**config.mk**
```make
export PLATFORM = sky130hd
export DESIGN_NAME = lens_diag
export DESIGN_NICKNAME = d
export VERILOG_FILES = /design/src/lens_diag_pkg.sv /design/src/lens_diag.sv
export VERILOG_INCLUDE_DIRS = /design/src /design/src/src
export SDC_FILE = /design/constraint.sdc
export NUM_CORES = 1
export LEC_CHECK = 0
export ABC_AREA = 1
export ABC_CLOCK_PERIOD_IN_PS = 49300
export BUFFER_PORTS_ARGS = -buffer_cell sky130_fd_sc_hd__buf_4
export CORE_ASPECT_RATIO = 0.7
export CORE_MARGIN = 4
export CORE_UTILIZATION = 35
export DETAILED_ROUTE_END_ITERATION = 7
export GPL_TIMING_DRIVEN = 0
export PLACE_DENSITY = 0.64
export REMOVE_ABC_BUFFERS = 1
export SKIP_LAST_GASP = 1
export SLEW_MARGIN = 20
export SYNTH_ARGS = -nofsm -noshare
export SYNTH_HDL_FRONTEND = slang
export SYNTH_SLANG_ARGS = --single-unit
```
**constraint.sdc**
```tcl
create_clock -name ref_clk_in -period 49.3 [get_ports ref_clk_in]
set_input_delay 2.465 -clock ref_clk_in [delete_from_list [all_inputs] [get_ports ref_clk_in]]
set_output_delay 2.465 -clock ref_clk_in [all_outputs]
set_load 0.005 [all_outputs]
```
**src/lens_diag_params.svh**
```systemverilog
// Operation
// - each power burst finds peak real power in its own region.
// - measured peak versus thresholds steers that region's cleaning amplitude.
// - fault burst finds max current and min impedance, judges the load.
// - power mode runs at most two power bursts, one per region.
// - each region keeps and is regulated against its own limit pair.
// - after power mode new amplitude goes to bursts 8-17, 20 and 21.
// - calibration peak power kept in two baseline registers, one per region.
// - power mode peak power kept in two readable flag registers.
// - device answers as serial target at 7-bit address, default 0x48.
// - power control code 0x10 means software shutdown until a mode starts.
// - abort stops whichever mode is running.
// - reinitialise reloads working settings from the host buffer.
// - fault and flag bits stay set until clear-faults.
// - bursts 0-5 and 19-23 enable sense path, 6-17 do not.
// - every mode ends back on idle burst 18.
`ifndef LENS_DIAG_PARAMS_SVH
`define LENS_DIAG_PARAMS_SVH
`define TGT_ADDR_DEFAULT  7'h48
`define SHUTDOWN_CODE     8'h10
`define BURST_IDLE        5'h12
`define BURST_PWR_FIRST   5'h14
`define BURST_PWR_SECOND  5'h15
`define BURST_FAULT       5'h16
`define BURST_PASSIVE_LO  5'h06
`define BURST_PASSIVE_HI  5'h11
`define BURST_ACTIVE_HI   5'h17
`define AMP_RESET         16'h0000
`define AMP_MAX           16'hffff
`endif

```
**src/lens_diag_pkg.sv**
```systemverilog
package lens_diag_pkg;
  // buffered host settings, copied to the working set on reinitialise
  typedef struct packed {
    logic [15:0] amp_first;
    logic [15:0] amp_second;
    logic [15:0] amp_step;
    logic [31:0] upper_first;
    logic [31:0] lower_first;
    logic [31:0] upper_second;
    logic [31:0] lower_second;
    logic [31:0] cur_thresh;
    logic [31:0] z_thresh;
    logic [31:0] z_ref;
  } cfg_t;
  // one sample from the current and voltage sense path
  typedef struct packed {
    logic        valid;
    logic [31:0] power;
    logic [31:0] current;
    logic [31:0] impedance;
  } meas_t;
  typedef enum logic [2:0] {
    ST_IDLE, ST_PWR_FIRST, ST_PWR_SECOND, ST_FAULT, ST_FINISH
  } seq_state_t;
  typedef enum logic [1:0] {I_IDLE, I_ADDR, I_ACK, I_HOLD} tgt_state_t;
endpackage : lens_diag_pkg

```
**src/lens_diag.sv**
```systemverilog
`timescale 1ns/10ps
`include "lens_diag_params.svh"
module lens_diag
  import lens_diag_pkg::*;
(
  input  wire logic        ref_clk_in,
  input  wire logic        nrst_in,
  input  wire logic        scl_in,
  input  wire logic        sda_in,
  output logic             sda_out,
  output logic             sda_oe_out,
  input  wire logic        addr_override_in,
  input  wire logic [6:0]  addr_in,
  input  wire logic [7:0]  power_control_in,
  input  wire logic        mode_start_in,
  input  wire logic        mode_fault_in,
  input  wire logic [1:0]  region_en_in,
  input  wire logic        abort_in,
  input  wire logic        reinit_in,
  input  wire logic        clear_faults_in,
  input  wire cfg_t        cfg_in,
  input  wire logic        cal_store_in,
  input  wire logic        cal_region_in,
  input  wire logic [31:0] cal_power_in,
  input  wire logic        burst_done_in,
  input  wire meas_t       meas_in,
  output logic             shutdown_out,
  output logic             busy_out,
  output logic [4:0]       burst_out,
  output logic             burst_start_out,
  output logic             sense_en_out,
  output logic [15:0]      amp_first_out,
  output logic [15:0]      amp_second_out,
  output logic             amp_update_out,
  output logic [31:0]      baseline_first_out,
  output logic [31:0]      baseline_second_out,
  output logic [31:0]      measured_peak_power_first_out,
  output logic [31:0]      measured_peak_power_second_out,
  output logic             open_load_out,
  output logic             damaged_out,
  output logic             addressed_out
);

  //////////////////////////////////////////////////////////////////////////
  // functions

  // sense path only on active bursts; the idle burst keeps it off
  function automatic logic is_active(input logic [4:0] b);
    is_active = (b < `BURST_PASSIVE_LO)
                || (b > `BURST_IDLE && b <= `BURST_ACTIVE_HI);
  endfunction : is_active

  // one step toward the window, saturating at both ends
  function automatic logic [15:0] rescale(input logic [15:0] amp,
                                          input logic [15:0] step,
                                          input logic [31:0] peak,
                                          input logic [31:0] upper,
                                          input logic [31:0] lower);
    rescale = amp;
    if (peak > upper) begin
      rescale = (amp > step) ? amp - step : `AMP_RESET;
    end else if (peak < lower) begin
      rescale = (`AMP_MAX - amp > step) ? amp + step : `AMP_MAX;
    end
  endfunction : rescale

  //////////////////////////////////////////////////////////////////////////
  // reset release

  logic rst_meta_q;
  logic rst_n;

  // async assert, two-flop release so all logic leaves reset together
  always_ff @(posedge ref_clk_in or negedge nrst_in) begin
    if (!nrst_in) begin
      rst_meta_q <= 1'b0;
      rst_n      <= 1'b0;
    end else begin
      rst_meta_q <= 1'b1;
      rst_n      <= rst_meta_q;
    end
  end

  //////////////////////////////////////////////////////////////////////////
  // working settings and shutdown

  cfg_t work_q;

  // reload from host buffer; a mode start also initialises
  always_ff @(posedge ref_clk_in or negedge rst_n) begin
    if (!rst_n) begin
      work_q <= '0;
    end else if (reinit_in || (mode_start_in && !busy_out)) begin
      work_q <= cfg_in;
    end
  end

  // held in shutdown by the host until a mode runs
  always_ff @(posedge ref_clk_in or negedge rst_n) begin
    if (!rst_n) begin
      shutdown_out <= 1'b0;
    end else begin
      shutdown_out <= (power_control_in == `SHUTDOWN_CODE) && !busy_out;
    end
  end

  //////////////////////////////////////////////////////////////////////////
  // mode sequencer

  seq_state_t state_q;

  always_ff @(posedge ref_clk_in or negedge rst_n) begin
    if (!rst_n) begin
      state_q         <= ST_IDLE;
      burst_out       <= `BURST_IDLE;
      burst_start_out <= 1'b0;
      sense_en_out    <= 1'b0;
      busy_out        <= 1'b0;
    end else begin
      burst_start_out <= 1'b0;
      if (abort_in && busy_out) begin
        state_q   <= ST_IDLE;
        burst_out <= `BURST_IDLE;
        busy_out  <= 1'b0;
        sense_en_out <= is_active(`BURST_IDLE);
      end else begin
        unique case (state_q)
          ST_IDLE: begin
            if (mode_start_in && mode_fault_in) begin
              state_q         <= ST_FAULT;
              burst_out       <= `BURST_FAULT;
              burst_start_out <= 1'b1;
              busy_out        <= 1'b1;
              sense_en_out    <= is_active(`BURST_FAULT);
            end else if (mode_start_in && region_en_in[0]) begin
              state_q         <= ST_PWR_FIRST;
              burst_out       <= `BURST_PWR_FIRST;
              burst_start_out <= 1'b1;
              busy_out        <= 1'b1;
              sense_en_out    <= is_active(`BURST_PWR_FIRST);
            end else if (mode_start_in && region_en_in[1]) begin
              state_q         <= ST_PWR_SECOND;
              burst_out       <= `BURST_PWR_SECOND;
              burst_start_out <= 1'b1;
              busy_out        <= 1'b1;
              sense_en_out    <= is_active(`BURST_PWR_SECOND);
            end
          end
          ST_PWR_FIRST: begin
            if (burst_done_in && region_en_in[1]) begin
              state_q         <= ST_PWR_SECOND;
              burst_out       <= `BURST_PWR_SECOND;
              burst_start_out <= 1'b1;
            end else if (burst_done_in) begin
              state_q <= ST_FINISH;
            end
          end
          ST_PWR_SECOND, ST_FAULT: begin
            if (burst_done_in) begin
              state_q <= ST_FINISH;
            end
          end
          ST_FINISH: begin
            state_q      <= ST_IDLE;
            burst_out    <= `BURST_IDLE;
            busy_out     <= 1'b0;
            sense_en_out <= is_active(`BURST_IDLE);
          end
        endcase
      end
    end
  end

  //////////////////////////////////////////////////////////////////////////
  // peak tracking over the running burst

  logic [31:0] pk_power_q;
  logic [31:0] pk_cur_q;
  logic [31:0] min_z_q;

  // cleared at each burst start so each region is judged on its own sweep
  always_ff @(posedge ref_clk_in or negedge rst_n) begin
    if (!rst_n) begin
      pk_power_q <= '0;
      pk_cur_q   <= '0;
      min_z_q    <= '1;
    end else if (burst_start_out) begin
      pk_power_q <= '0;
      pk_cur_q   <= '0;
      min_z_q    <= '1;
    end else if (meas_in.valid && busy_out) begin
      if (meas_in.power > pk_power_q) pk_power_q <= meas_in.power;
      if (meas_in.current > pk_cur_q) pk_cur_q <= meas_in.current;
      if (meas_in.impedance < min_z_q) min_z_q <= meas_in.impedance;
    end
  end

  //////////////////////////////////////////////////////////////////////////
  // power results and amplitude update

  logic pwr_done_first;
  logic pwr_done_second;
  logic pwr_finish;
  logic [1:0] ran_q;

  assign pwr_done_first  = (state_q == ST_PWR_FIRST) && burst_done_in;
  assign pwr_done_second = (state_q == ST_PWR_SECOND) && burst_done_in;
  assign pwr_finish      = (state_q == ST_FINISH) && (ran_q != 2'b00);

  // readable peak per region after each power burst
  always_ff @(posedge ref_clk_in or negedge rst_n) begin
    if (!rst_n) begin
      measured_peak_power_first_out  <= '0;
      measured_peak_power_second_out <= '0;
      ran_q                          <= 2'b00;
    end else begin
      // kept across both bursts of one run, dropped once back in idle
      if (state_q == ST_IDLE) ran_q <= 2'b00;
      if (pwr_done_first) begin
        measured_peak_power_first_out <= pk_power_q;
        ran_q[0] <= 1'b1;
      end
      if (pwr_done_second) begin
        measured_peak_power_second_out <= pk_power_q;
        ran_q[1] <= 1'b1;
      end
    end
  end

  // one amplitude per region drives its clean, heat and power bursts
  always_ff @(posedge ref_clk_in or negedge rst_n) begin
    if (!rst_n) begin
      amp_first_out  <= `AMP_RESET;
      amp_second_out <= `AMP_RESET;
      amp_update_out <= 1'b0;
    end else begin
      amp_update_out <= pwr_finish;
      if (reinit_in && !busy_out) begin
        amp_first_out  <= cfg_in.amp_first;
        amp_second_out <= cfg_in.amp_second;
      end else if (pwr_finish) begin
        if (ran_q[0]) begin
          amp_first_out <= rescale(amp_first_out, work_q.amp_step,
                                   measured_peak_power_first_out,
                                   work_q.upper_first,
                                   work_q.lower_first);
        end
        if (ran_q[1]) begin
          amp_second_out <= rescale(amp_second_out, work_q.amp_step,
                                    measured_peak_power_second_out,
                                    work_q.upper_second,
                                    work_q.lower_second);
        end
      end
    end
  end

  // calibration baselines, one per region
  always_ff @(posedge ref_clk_in or negedge rst_n) begin
    if (!rst_n) begin
      baseline_first_out  <= '0;
      baseline_second_out <= '0;
    end else if (cal_store_in) begin
      if (cal_region_in) baseline_second_out <= cal_power_in;
      else baseline_first_out <= cal_power_in;
    end
  end

  //////////////////////////////////////////////////////////////////////////
  // fault decision

  logic        fault_eval;
  logic [31:0] z_dev;

  assign fault_eval = (state_q == ST_FAULT) && burst_done_in;
  assign z_dev = (min_z_q > work_q.z_ref) ? min_z_q - work_q.z_ref
                                          : work_q.z_ref - min_z_q;

  // sticky; a new fault in the clearing cycle still lands
  always_ff @(posedge ref_clk_in or negedge rst_n) begin
    if (!rst_n) begin
      open_load_out <= 1'b0;
      damaged_out   <= 1'b0;
    end else begin
      if (fault_eval && (pk_cur_q < work_q.cur_thresh)) begin
        open_load_out <= 1'b1;
      end else if (clear_faults_in) begin
        open_load_out <= 1'b0;
      end
      if (fault_eval && (z_dev > work_q.z_thresh)) begin
        damaged_out <= 1'b1;
      end else if (clear_faults_in) begin
        damaged_out <= 1'b0;
      end
    end
  end

  //////////////////////////////////////////////////////////////////////////
  // serial target address phase

  logic [2:0] scl_sync_q;
  logic [2:0] sda_sync_q;
  logic       scl_q;
  logic       sda_q;
  logic       scl_old_q;
  logic       sda_old_q;
  logic [3:0] bit_cnt_q;
  logic [7:0] shift_q;
  tgt_state_t tgt_q;
  logic [6:0] own_addr;

  assign own_addr = addr_override_in ? addr_in : `TGT_ADDR_DEFAULT;

  // three-flop sync; a level counts once the last two stages agree
  always_ff @(posedge ref_clk_in or negedge rst_n) begin
    if (!rst_n) begin
      scl_sync_q <= 3'h7;
      sda_sync_q <= 3'h7;
      scl_q      <= 1'b1;
      sda_q      <= 1'b1;
      scl_old_q  <= 1'b1;
      sda_old_q  <= 1'b1;
    end else begin
      scl_sync_q <= {scl_sync_q[1:0], scl_in};
      sda_sync_q <= {sda_sync_q[1:0], sda_in};
      if (scl_sync_q[1] == scl_sync_q[2]) scl_q <= scl_sync_q[2];
      if (sda_sync_q[1] == sda_sync_q[2]) sda_q <= sda_sync_q[2];
      scl_old_q <= scl_q;
      sda_old_q <= sda_q;
    end
  end

  // acks only its own address; data bytes are left to the buffer logic
  always_ff @(posedge ref_clk_in or negedge rst_n) begin
    if (!rst_n) begin
      tgt_q         <= I_IDLE;
      bit_cnt_q     <= 4'h0;
      shift_q       <= 8'h00;
      sda_out       <= 1'b1;
      sda_oe_out    <= 1'b0;
      addressed_out <= 1'b0;
    end else if (scl_q && sda_old_q && !sda_q) begin
      tgt_q      <= I_ADDR;
      bit_cnt_q  <= 4'h0;
      sda_oe_out <= 1'b0;
    end else if (scl_q && !sda_old_q && sda_q) begin
      tgt_q         <= I_IDLE;
      sda_oe_out    <= 1'b0;
      addressed_out <= 1'b0;
    end else begin
      unique case (tgt_q)
        I_IDLE, I_HOLD: begin
        end
        I_ADDR: begin
          if (!scl_old_q && scl_q) begin
            shift_q   <= {shift_q[6:0], sda_q};
            bit_cnt_q <= bit_cnt_q + 4'h1;
          end else if (scl_old_q && !scl_q && bit_cnt_q == 4'h8) begin
            if (shift_q[7:1] == own_addr) begin
              tgt_q         <= I_ACK;
              sda_out       <= 1'b0;
              sda_oe_out    <= 1'b1;
              addressed_out <= 1'b1;
            end else begin
              tgt_q <= I_HOLD;
            end
          end
        end
        I_ACK: begin
          if (scl_old_q && !scl_q) begin
            tgt_q      <= I_HOLD;
            sda_oe_out <= 1'b0;
            sda_out    <= 1'b1;
          end
        end
      endcase
    end
  end
endmodule : lens_diag

```
==> run metrics, run 1 <==
Synth Instances=5045; status=complete, no violations; Req. time, crit path=49.81 ns; synthesized area per cell=around 7.4 um2; die area=~110000 um2; DR DRC count=0; final setup vio count=0; Horiz. Die Dim=about 400 um; drt wl/cell=18.4 um; post_cts resized=0; mapped cell area=37500 um2; Yosys cell types=a little over 60; CTS H-Tree Depth=2; WL final=130000 um; initial core utilization=0.353; I/O pin cnt=606; Final period util=0.103; Setup Fix Bufs, Post-CTS=0; Final Worst Setup Slack=between 40 and 50 ns; Clock Skew=about 0.022 ns; worst min path class=register to async pin; Pwr Total=2.84 mW; Final Max Tran Viols=0; routability cong.=0.951; worst slack, placed=43.52 ns; synthesized flop and latch total=539; Slew @ Worst Pin=between 0.9 and 1 ns; Post-synth ARST share=1.00; Fin. Hold Viols=0; slew margin rel.=0.397; CTS tree=done; RSZ-0062 raised after global routing=no; First-pass DRT Iterations=6; first-pass GRT wire length=197000 um; Routed Antenna Nets=0; core footprint=106000 um2; synth warn=0; Top FF cell, synth=dfrtp_1; Die Ht=~280 um; Tot GR Track Use=0.223; fmax=0.196 GHz; largest net degree at the start of global routing=94; GRT overflow=0; Pwr Density=62.1 nW/um2; Core Util, Final=0.431; crit end category=register; Worst Setup Start Kind=input port; Syn-to-layout area delta=22.1%; leakage power=roughly 24 nW; TritonCTS Sinks=between 500 and 600; NumNets Final=6441; IO buf count=603; Crit Path Class=input port to register; CTS clock-pin slew for the worst setup and hold paths=0.06 ns; Setup TNS Final=0 ns; CP arrival=5.61 ns; vias per cell=4.95; initial antenna violation count=17; share of cells above drive strength 1=0.159; final non-filler cell total=a little over 7k; MaxCap Viol Count=0; post-synthesis sequential area ratio=0.361; Worst IR Drop VDD=0.0323 mV; Root Buffer=clkbuf_16; Cell Rows=100; crit-path max FO=33; clk buf depth=3; placed insts=6927; hold_buf cts=0; DPL Wire Length=103000 um; EDFF count, synth=0; hold slack=between 0.3 and 0.4 ns; routed via count=around 35k; drt first-iter violations=2913; minimum clock period after layout=a little over 5 ns; TritonCTS buffer count=60; final instance area=45800 um2; vias in the first global route=33.2k; worst skew pair latency=0.65 ns; Placement Cell Area=43700 um2
flip-flops by register name (all words and copies together) (netlist names), 2 cells and up:
| register | count |
|---|---|
| amp_first_out | 16 |
| amp_second_out | 16 |
| baseline_first_out | 32 |
| baseline_second_out | 32 |
| bit_cnt_q | 4 |
| burst_out | 3 |
| measured_peak_power_first_out | 32 |
| measured_peak_power_second_out | 32 |
| min_z_q | 32 |
| pk_cur_q | 32 |
| pk_power_q | 32 |
| ran_q | 2 |
| scl_sync_q | 3 |
| sda_sync_q | 3 |
| shift_q | 8 |
| state_q | 3 |
| tgt_q | 2 |
| work_q | 240 |
power by group:
part	switching [mW]	internal, mW	total [mW]
clock	0.203	0.280	0.483
combinational	1.08	0.597	1.68
sequential	0.110	0.576	0.686
final timing paths:
check / from / endpoint / slack [ns] / cells past startpoint
hold reg to reg: rst_n / baseline_first_out[3] / 0.31 / 0
setup reg to reg: work_q[16] / damaged_out / 44.28 / 21
hold / removal: rst_n / baseline_first_out[3] / 0.31 / 0
setup / recovery: meas_in[79] / pk_power_q[31] / 44.20 / 14
max in group asynchronous: rst_n / work_q[108] / 47.35 / 4
min in group ref_clk_in: rst_meta_q / rst_n / 0.35 / 0
worst max-delay path, cell delays in order:
cell     delay [ns]
buf_4          0.11
ha_1           0.28
nand2_1        0.05
inv_1          0.06
nand3_1        0.11
nor3_1         0.66
nand2_1        0.14
nand2_1        0.12
nand2_1        0.07
nand2_2        0.64
nand2_2        0.42
buf_16         0.29
nand3_1        0.07
o21ai_0        0.08
layer usage:
layer,global-route usage,vias to the layer above,wire [um]
met5,0,-,67
met4,0.0622,10,3490
met3,0.0492,163,9850
met2,0.327,1056,54700
met1,0.329,16369,61500
li1,-,17294,-
cell families (layout without fill, tap and decap cells):
kind of cell             after synthesis  after routing  synth area share
XOR/XNOR                              84             84            0.0196
buffers and inverters                930           1496            0.0976
adder cells (fa/ha/maj)              451            451             0.151
other                                  2             13          0.000200
multiplexers                           6              6           0.00180
AND/OR/NAND/NOR                     2154           2154             0.245
AO/OA/AOI/OAI                        879            879             0.124
flip-flops                           539            539             0.361
synthesized netlist by cell type (5+ instances only):
cell | count | area [um2]
nand2_1 | 1356 | 5090
inv_1 | 747 | 2800
dfrtp_1 | 495 | 12400
o21ai_0 | 481 | 2410
ha_1 | 443 | 5540
nand3_1 | 341 | 1710
a21oi_1 | 288 | 1440
nor2_1 | 220 | 826
clkbuf_1 | 105 | 394
nand4_1 | 83 | 519
xor2_1 | 77 | 674
or2_2 | 45 | 282
dfstp_2 | 44 | 1160
buf_2 | 36 | 180
nor3_1 | 30 | 150
o21ai_1 | 23 | 115
o21a_1 | 21 | 158
o21bai_1 | 17 | 128
buf_4 | 15 | 113
nor2_2 | 13 | 81.3
buf_1 | 12 | 45.0
nand3b_1 | 12 | 90.1
nand2_2 | 11 | 68.8
o211ai_1 | 10 | 75.1
buf_6 | 9 | 101
nor4_1 | 9 | 56.3
nand2_4 | 8 | 90.1
a21o_1 | 7 | 52.6
xnor2_1 | 7 | 61.3
and2_1 | 6 | 37.5
fa_1 | 6 | 120
mux2_2 | 6 | 67.6
a31oi_1 | 5 | 31.3
and3_1 | 5 | 31.3
inv_2 | 5 | 18.8
final cells by class:
cell class	count	area, um2
Inverter	752	2830
Tap cell	1428	1790
Clock inverter	24	352
Clock buffer	89	1700
Multi-Input combinational cell	3577	20400
Fill cell	10921	60500
Sequential cell	539	13600
Antenna cell	10	25.0
Timing Repair Buffer	631	5190
cells in the final DEF, fill, tap and decap left out, types with 10 or more instances in the layout:
cell type	Yosys	layout
nand2_1	1356	1347
or2_2	45	45
nand3_1	341	341
ha_1	443	443
a21oi_1	288	288
diode_2	0	10
o21ai_1	23	23
buf_4	15	603
dfrtp_1	495	493
dfstp_2	44	44
nor3_1	30	30
nor2_1	220	220
inv_1	747	746
buf_16	0	18
clkbuf_16	0	60
o21bai_1	17	17
xor2_1	77	77
o21a_1	21	21
nand2_2	11	19
nand4_1	83	83
nor2_2	13	13
nand3b_1	12	12
o211ai_1	10	10
o21ai_0	481	481
clkbuf_1	105	20
Note: power is estimated with default switching activity, not from simulation.
==> run 2: changes to the inputs <==
- ABC_CLOCK_PERIOD_IN_PS: 49300 -> 4200
- PLACE_DENSITY: 0.64 -> 0.66
- clock period: 49.3 -> 4.2 ns (I/O delays scaled with it)
==> run 2 against run 1 <==
Against the previous run:
- flip-flop and latch count unchanged
- core utilization increased by 4.3 points
- via count increased by 5.4%
- clock power increased to 12 times the previous value
- critical endpoint is now damaged_out
- combinational power increased to 12 times the previous value
==> run metrics, run 2 (synthesized netlist as in run 1, its figures left out) <==
Fin. Hold Viols=0 (unchanged); worst min path class=input port to register; slew margin rel.=0.370 (-0.0273); share of cells above drive strength 1=0.157 (-0.00224); routed via count=36.8k (+5.4%); minimum clock period after layout=4.02 ns; CTS tree=done; crit-path max FO=13 (-61%); Horiz. Die Dim=399 um (unchanged); placed insts=6928 (+0.014%); first-pass GRT wire length=205000 um (+4.3%); TritonCTS Sinks=539 (unchanged); routability cong.=0.925 (-2.7%); fmax=0.249 GHz; Routed Antenna Nets=0 (unchanged); First-pass DRT Iterations=5 (-1); Tot GR Track Use=0.231 (+0.00747); NumNets Final=6867 (+6.6%); largest net degree at the start of global routing=97 (+3.2%); I/O pin cnt=606 (unchanged); die area=113000 um2 (unchanged); Final Max Tran Viols=0 (unchanged); crit end category=register; GRT overflow=0 (unchanged); CTS clock-pin slew for the worst setup and hold paths=0.07 ns (about the same); hold slack=0.0779 ns (-0.237 ns); status=complete, no violations; core footprint=106000 um2 (unchanged); TritonCTS buffer count=59 (-1.7%); Worst IR Drop VDD=0.398 mV (+1100%); Final Worst Setup Slack=0.182 ns (-44.02 ns); CTS H-Tree Depth=2 (unchanged); DR DRC count=0 (unchanged); initial core utilization=0.353 (unchanged); vias in the first global route=35.6k (+7.2%); Pwr Density=682 nW/um2 (+1000%); Final period util=0.957; vias per cell=4.92 (-0.66%); Crit Path Class=register to register; MaxCap Viol Count=0 (unchanged); max FFs per register=240 (unchanged); final instance area=50400 um2 (+10%); Req. time, crit path=4.72 ns (-45.09 ns); Core Util, Final=0.474 (+0.0429); IO buf count=603 (unchanged); worst slack, placed=-0.767 ns (-44.28 ns); worst skew pair latency=0.64 ns (about the same); Placement Cell Area=43800 um2 (about the same); clk buf depth=3 (unchanged); Syn-to-layout area delta=34.3%; commonest non-fill, non-tap cell in the layout=nand2_1; Clock Skew=0.0155 ns (-0.00652 ns); most flop-heavy register=work_q; drt first-iter violations=2838 (-2.6%); Worst Setup Start Kind=register; Die Ht=282 um (unchanged); most frequent cells in the layout=nand2_1, inv_1, buf_4, dfrtp_1, o21ai_0; final setup vio count=0 (unchanged); Cell Rows=100 (unchanged); final non-filler cell total=7478 (+6.1%); CP arrival=4.54 ns (-1.07 ns); drt wl/cell=17.9 um (-2.6%); leakage power=26.3 nW (+7.7%); Slew @ Worst Pin=0.938 ns (+0.0338 ns); WL final=134000 um (+3.3%); initial antenna violation count=14 (-3); Root Buffer=clkbuf_16; DPL Wire Length=103000 um (-0.21%)
-- run 2: worst max-delay path, stage by stage (launching register included) --
cell and delay, ns:
dfrtp_1 0.35, inv_1 0.06, ha_1 0.40, nand2_1 0.24
o21ai_0 0.43, a21oi_4 0.09, o21bai_4 0.17, nand2_2 0.09
nand3_4 0.13, nand2_8 0.12, inv_16 0.11, nand2_1 0.05
nand2_1 0.12, inv_1 0.06, ha_1 0.29, nand2_1 0.06
nor2_2 0.15, nand4_1 0.18, nor4_4 0.24, nand4_1 0.26
nand3_4 0.22, nand2_1 0.06
-- run 2: path summary, 6_finish.rpt --
| kind | start | to | slack (ns) | depth (start not counted) |
|---|---|---|---|---|
| max reg2reg | work_q[7] | damaged_out | 0.18 | 21 |
| min reg2reg | rst_meta_q | rst_n | 0.35 | 0 |
| max in group asynchronous | rst_n | sda_sync_q[1] | 2.49 | 3 |
| max | work_q[7] | damaged_out | 0.18 | 21 |
| min in group asynchronous | rst_n | baseline_first_out[14] | 0.36 | 0 |
| min | addr_in[3] | addressed_out | 0.08 | 8 |
-- run 2: per-layer routing --
layer | global-route usage | vias up | wire length, um
li1 | - | 18177 | -
met1 | 0.336 | 17242 | 62500
met2 | 0.350 | 1168 | 58100
met3 | 0.0401 | 176 | 9600
met4 | 0.0654 | 2 | 3590
met5 | 0 | - | 7
-- run 2: report_power, final --
group | leakage [nW] | switching [mW] | internal [mW]
clock | 1.02 | 2.40 | 3.31
combinational | 18.6 | 13.0 | 7.55
sequential | 6.66 | 1.32 | 6.76
-- run 2: what timing repair did --
item,CTS,global route
setup endpoints to repair,1,1
gates cloned,2,0
endpoints found under the hold margin,444,0
resized for setup,14,32
hold buffers,414,0
pin swaps,6,10
setup buffers,3,7
-- run 2: area by class of cell --
| cell class | instances | area [um2] |
|---|---|---|
| Inverter | 752 | 2850 |
| Multi-Input combinational cell | 3578 | 20600 |
| Sequential cell | 539 | 13600 |
| Tap cell | 1428 | 1790 |
| Timing Repair Buffer | 1056 | 9470 |
| Antenna cell | 13 | 32.5 |
| Timing Repair inverter | 1 | 11.3 |
| Clock buffer | 81 | 1710 |
| Fill cell | 10315 | 56000 |
| Clock inverter | 30 | 412 |
-- run 2: stage by stage --
stage / setup TNS (ns) / power (mW)
floorplan: -6960.55 / 21.0
global placement: - / 27.2
detailed placement: -0.767 / 27.6
CTS: 0 / 34.0
global route: -0.0224 / 37.6
finish: 0 / 34.4
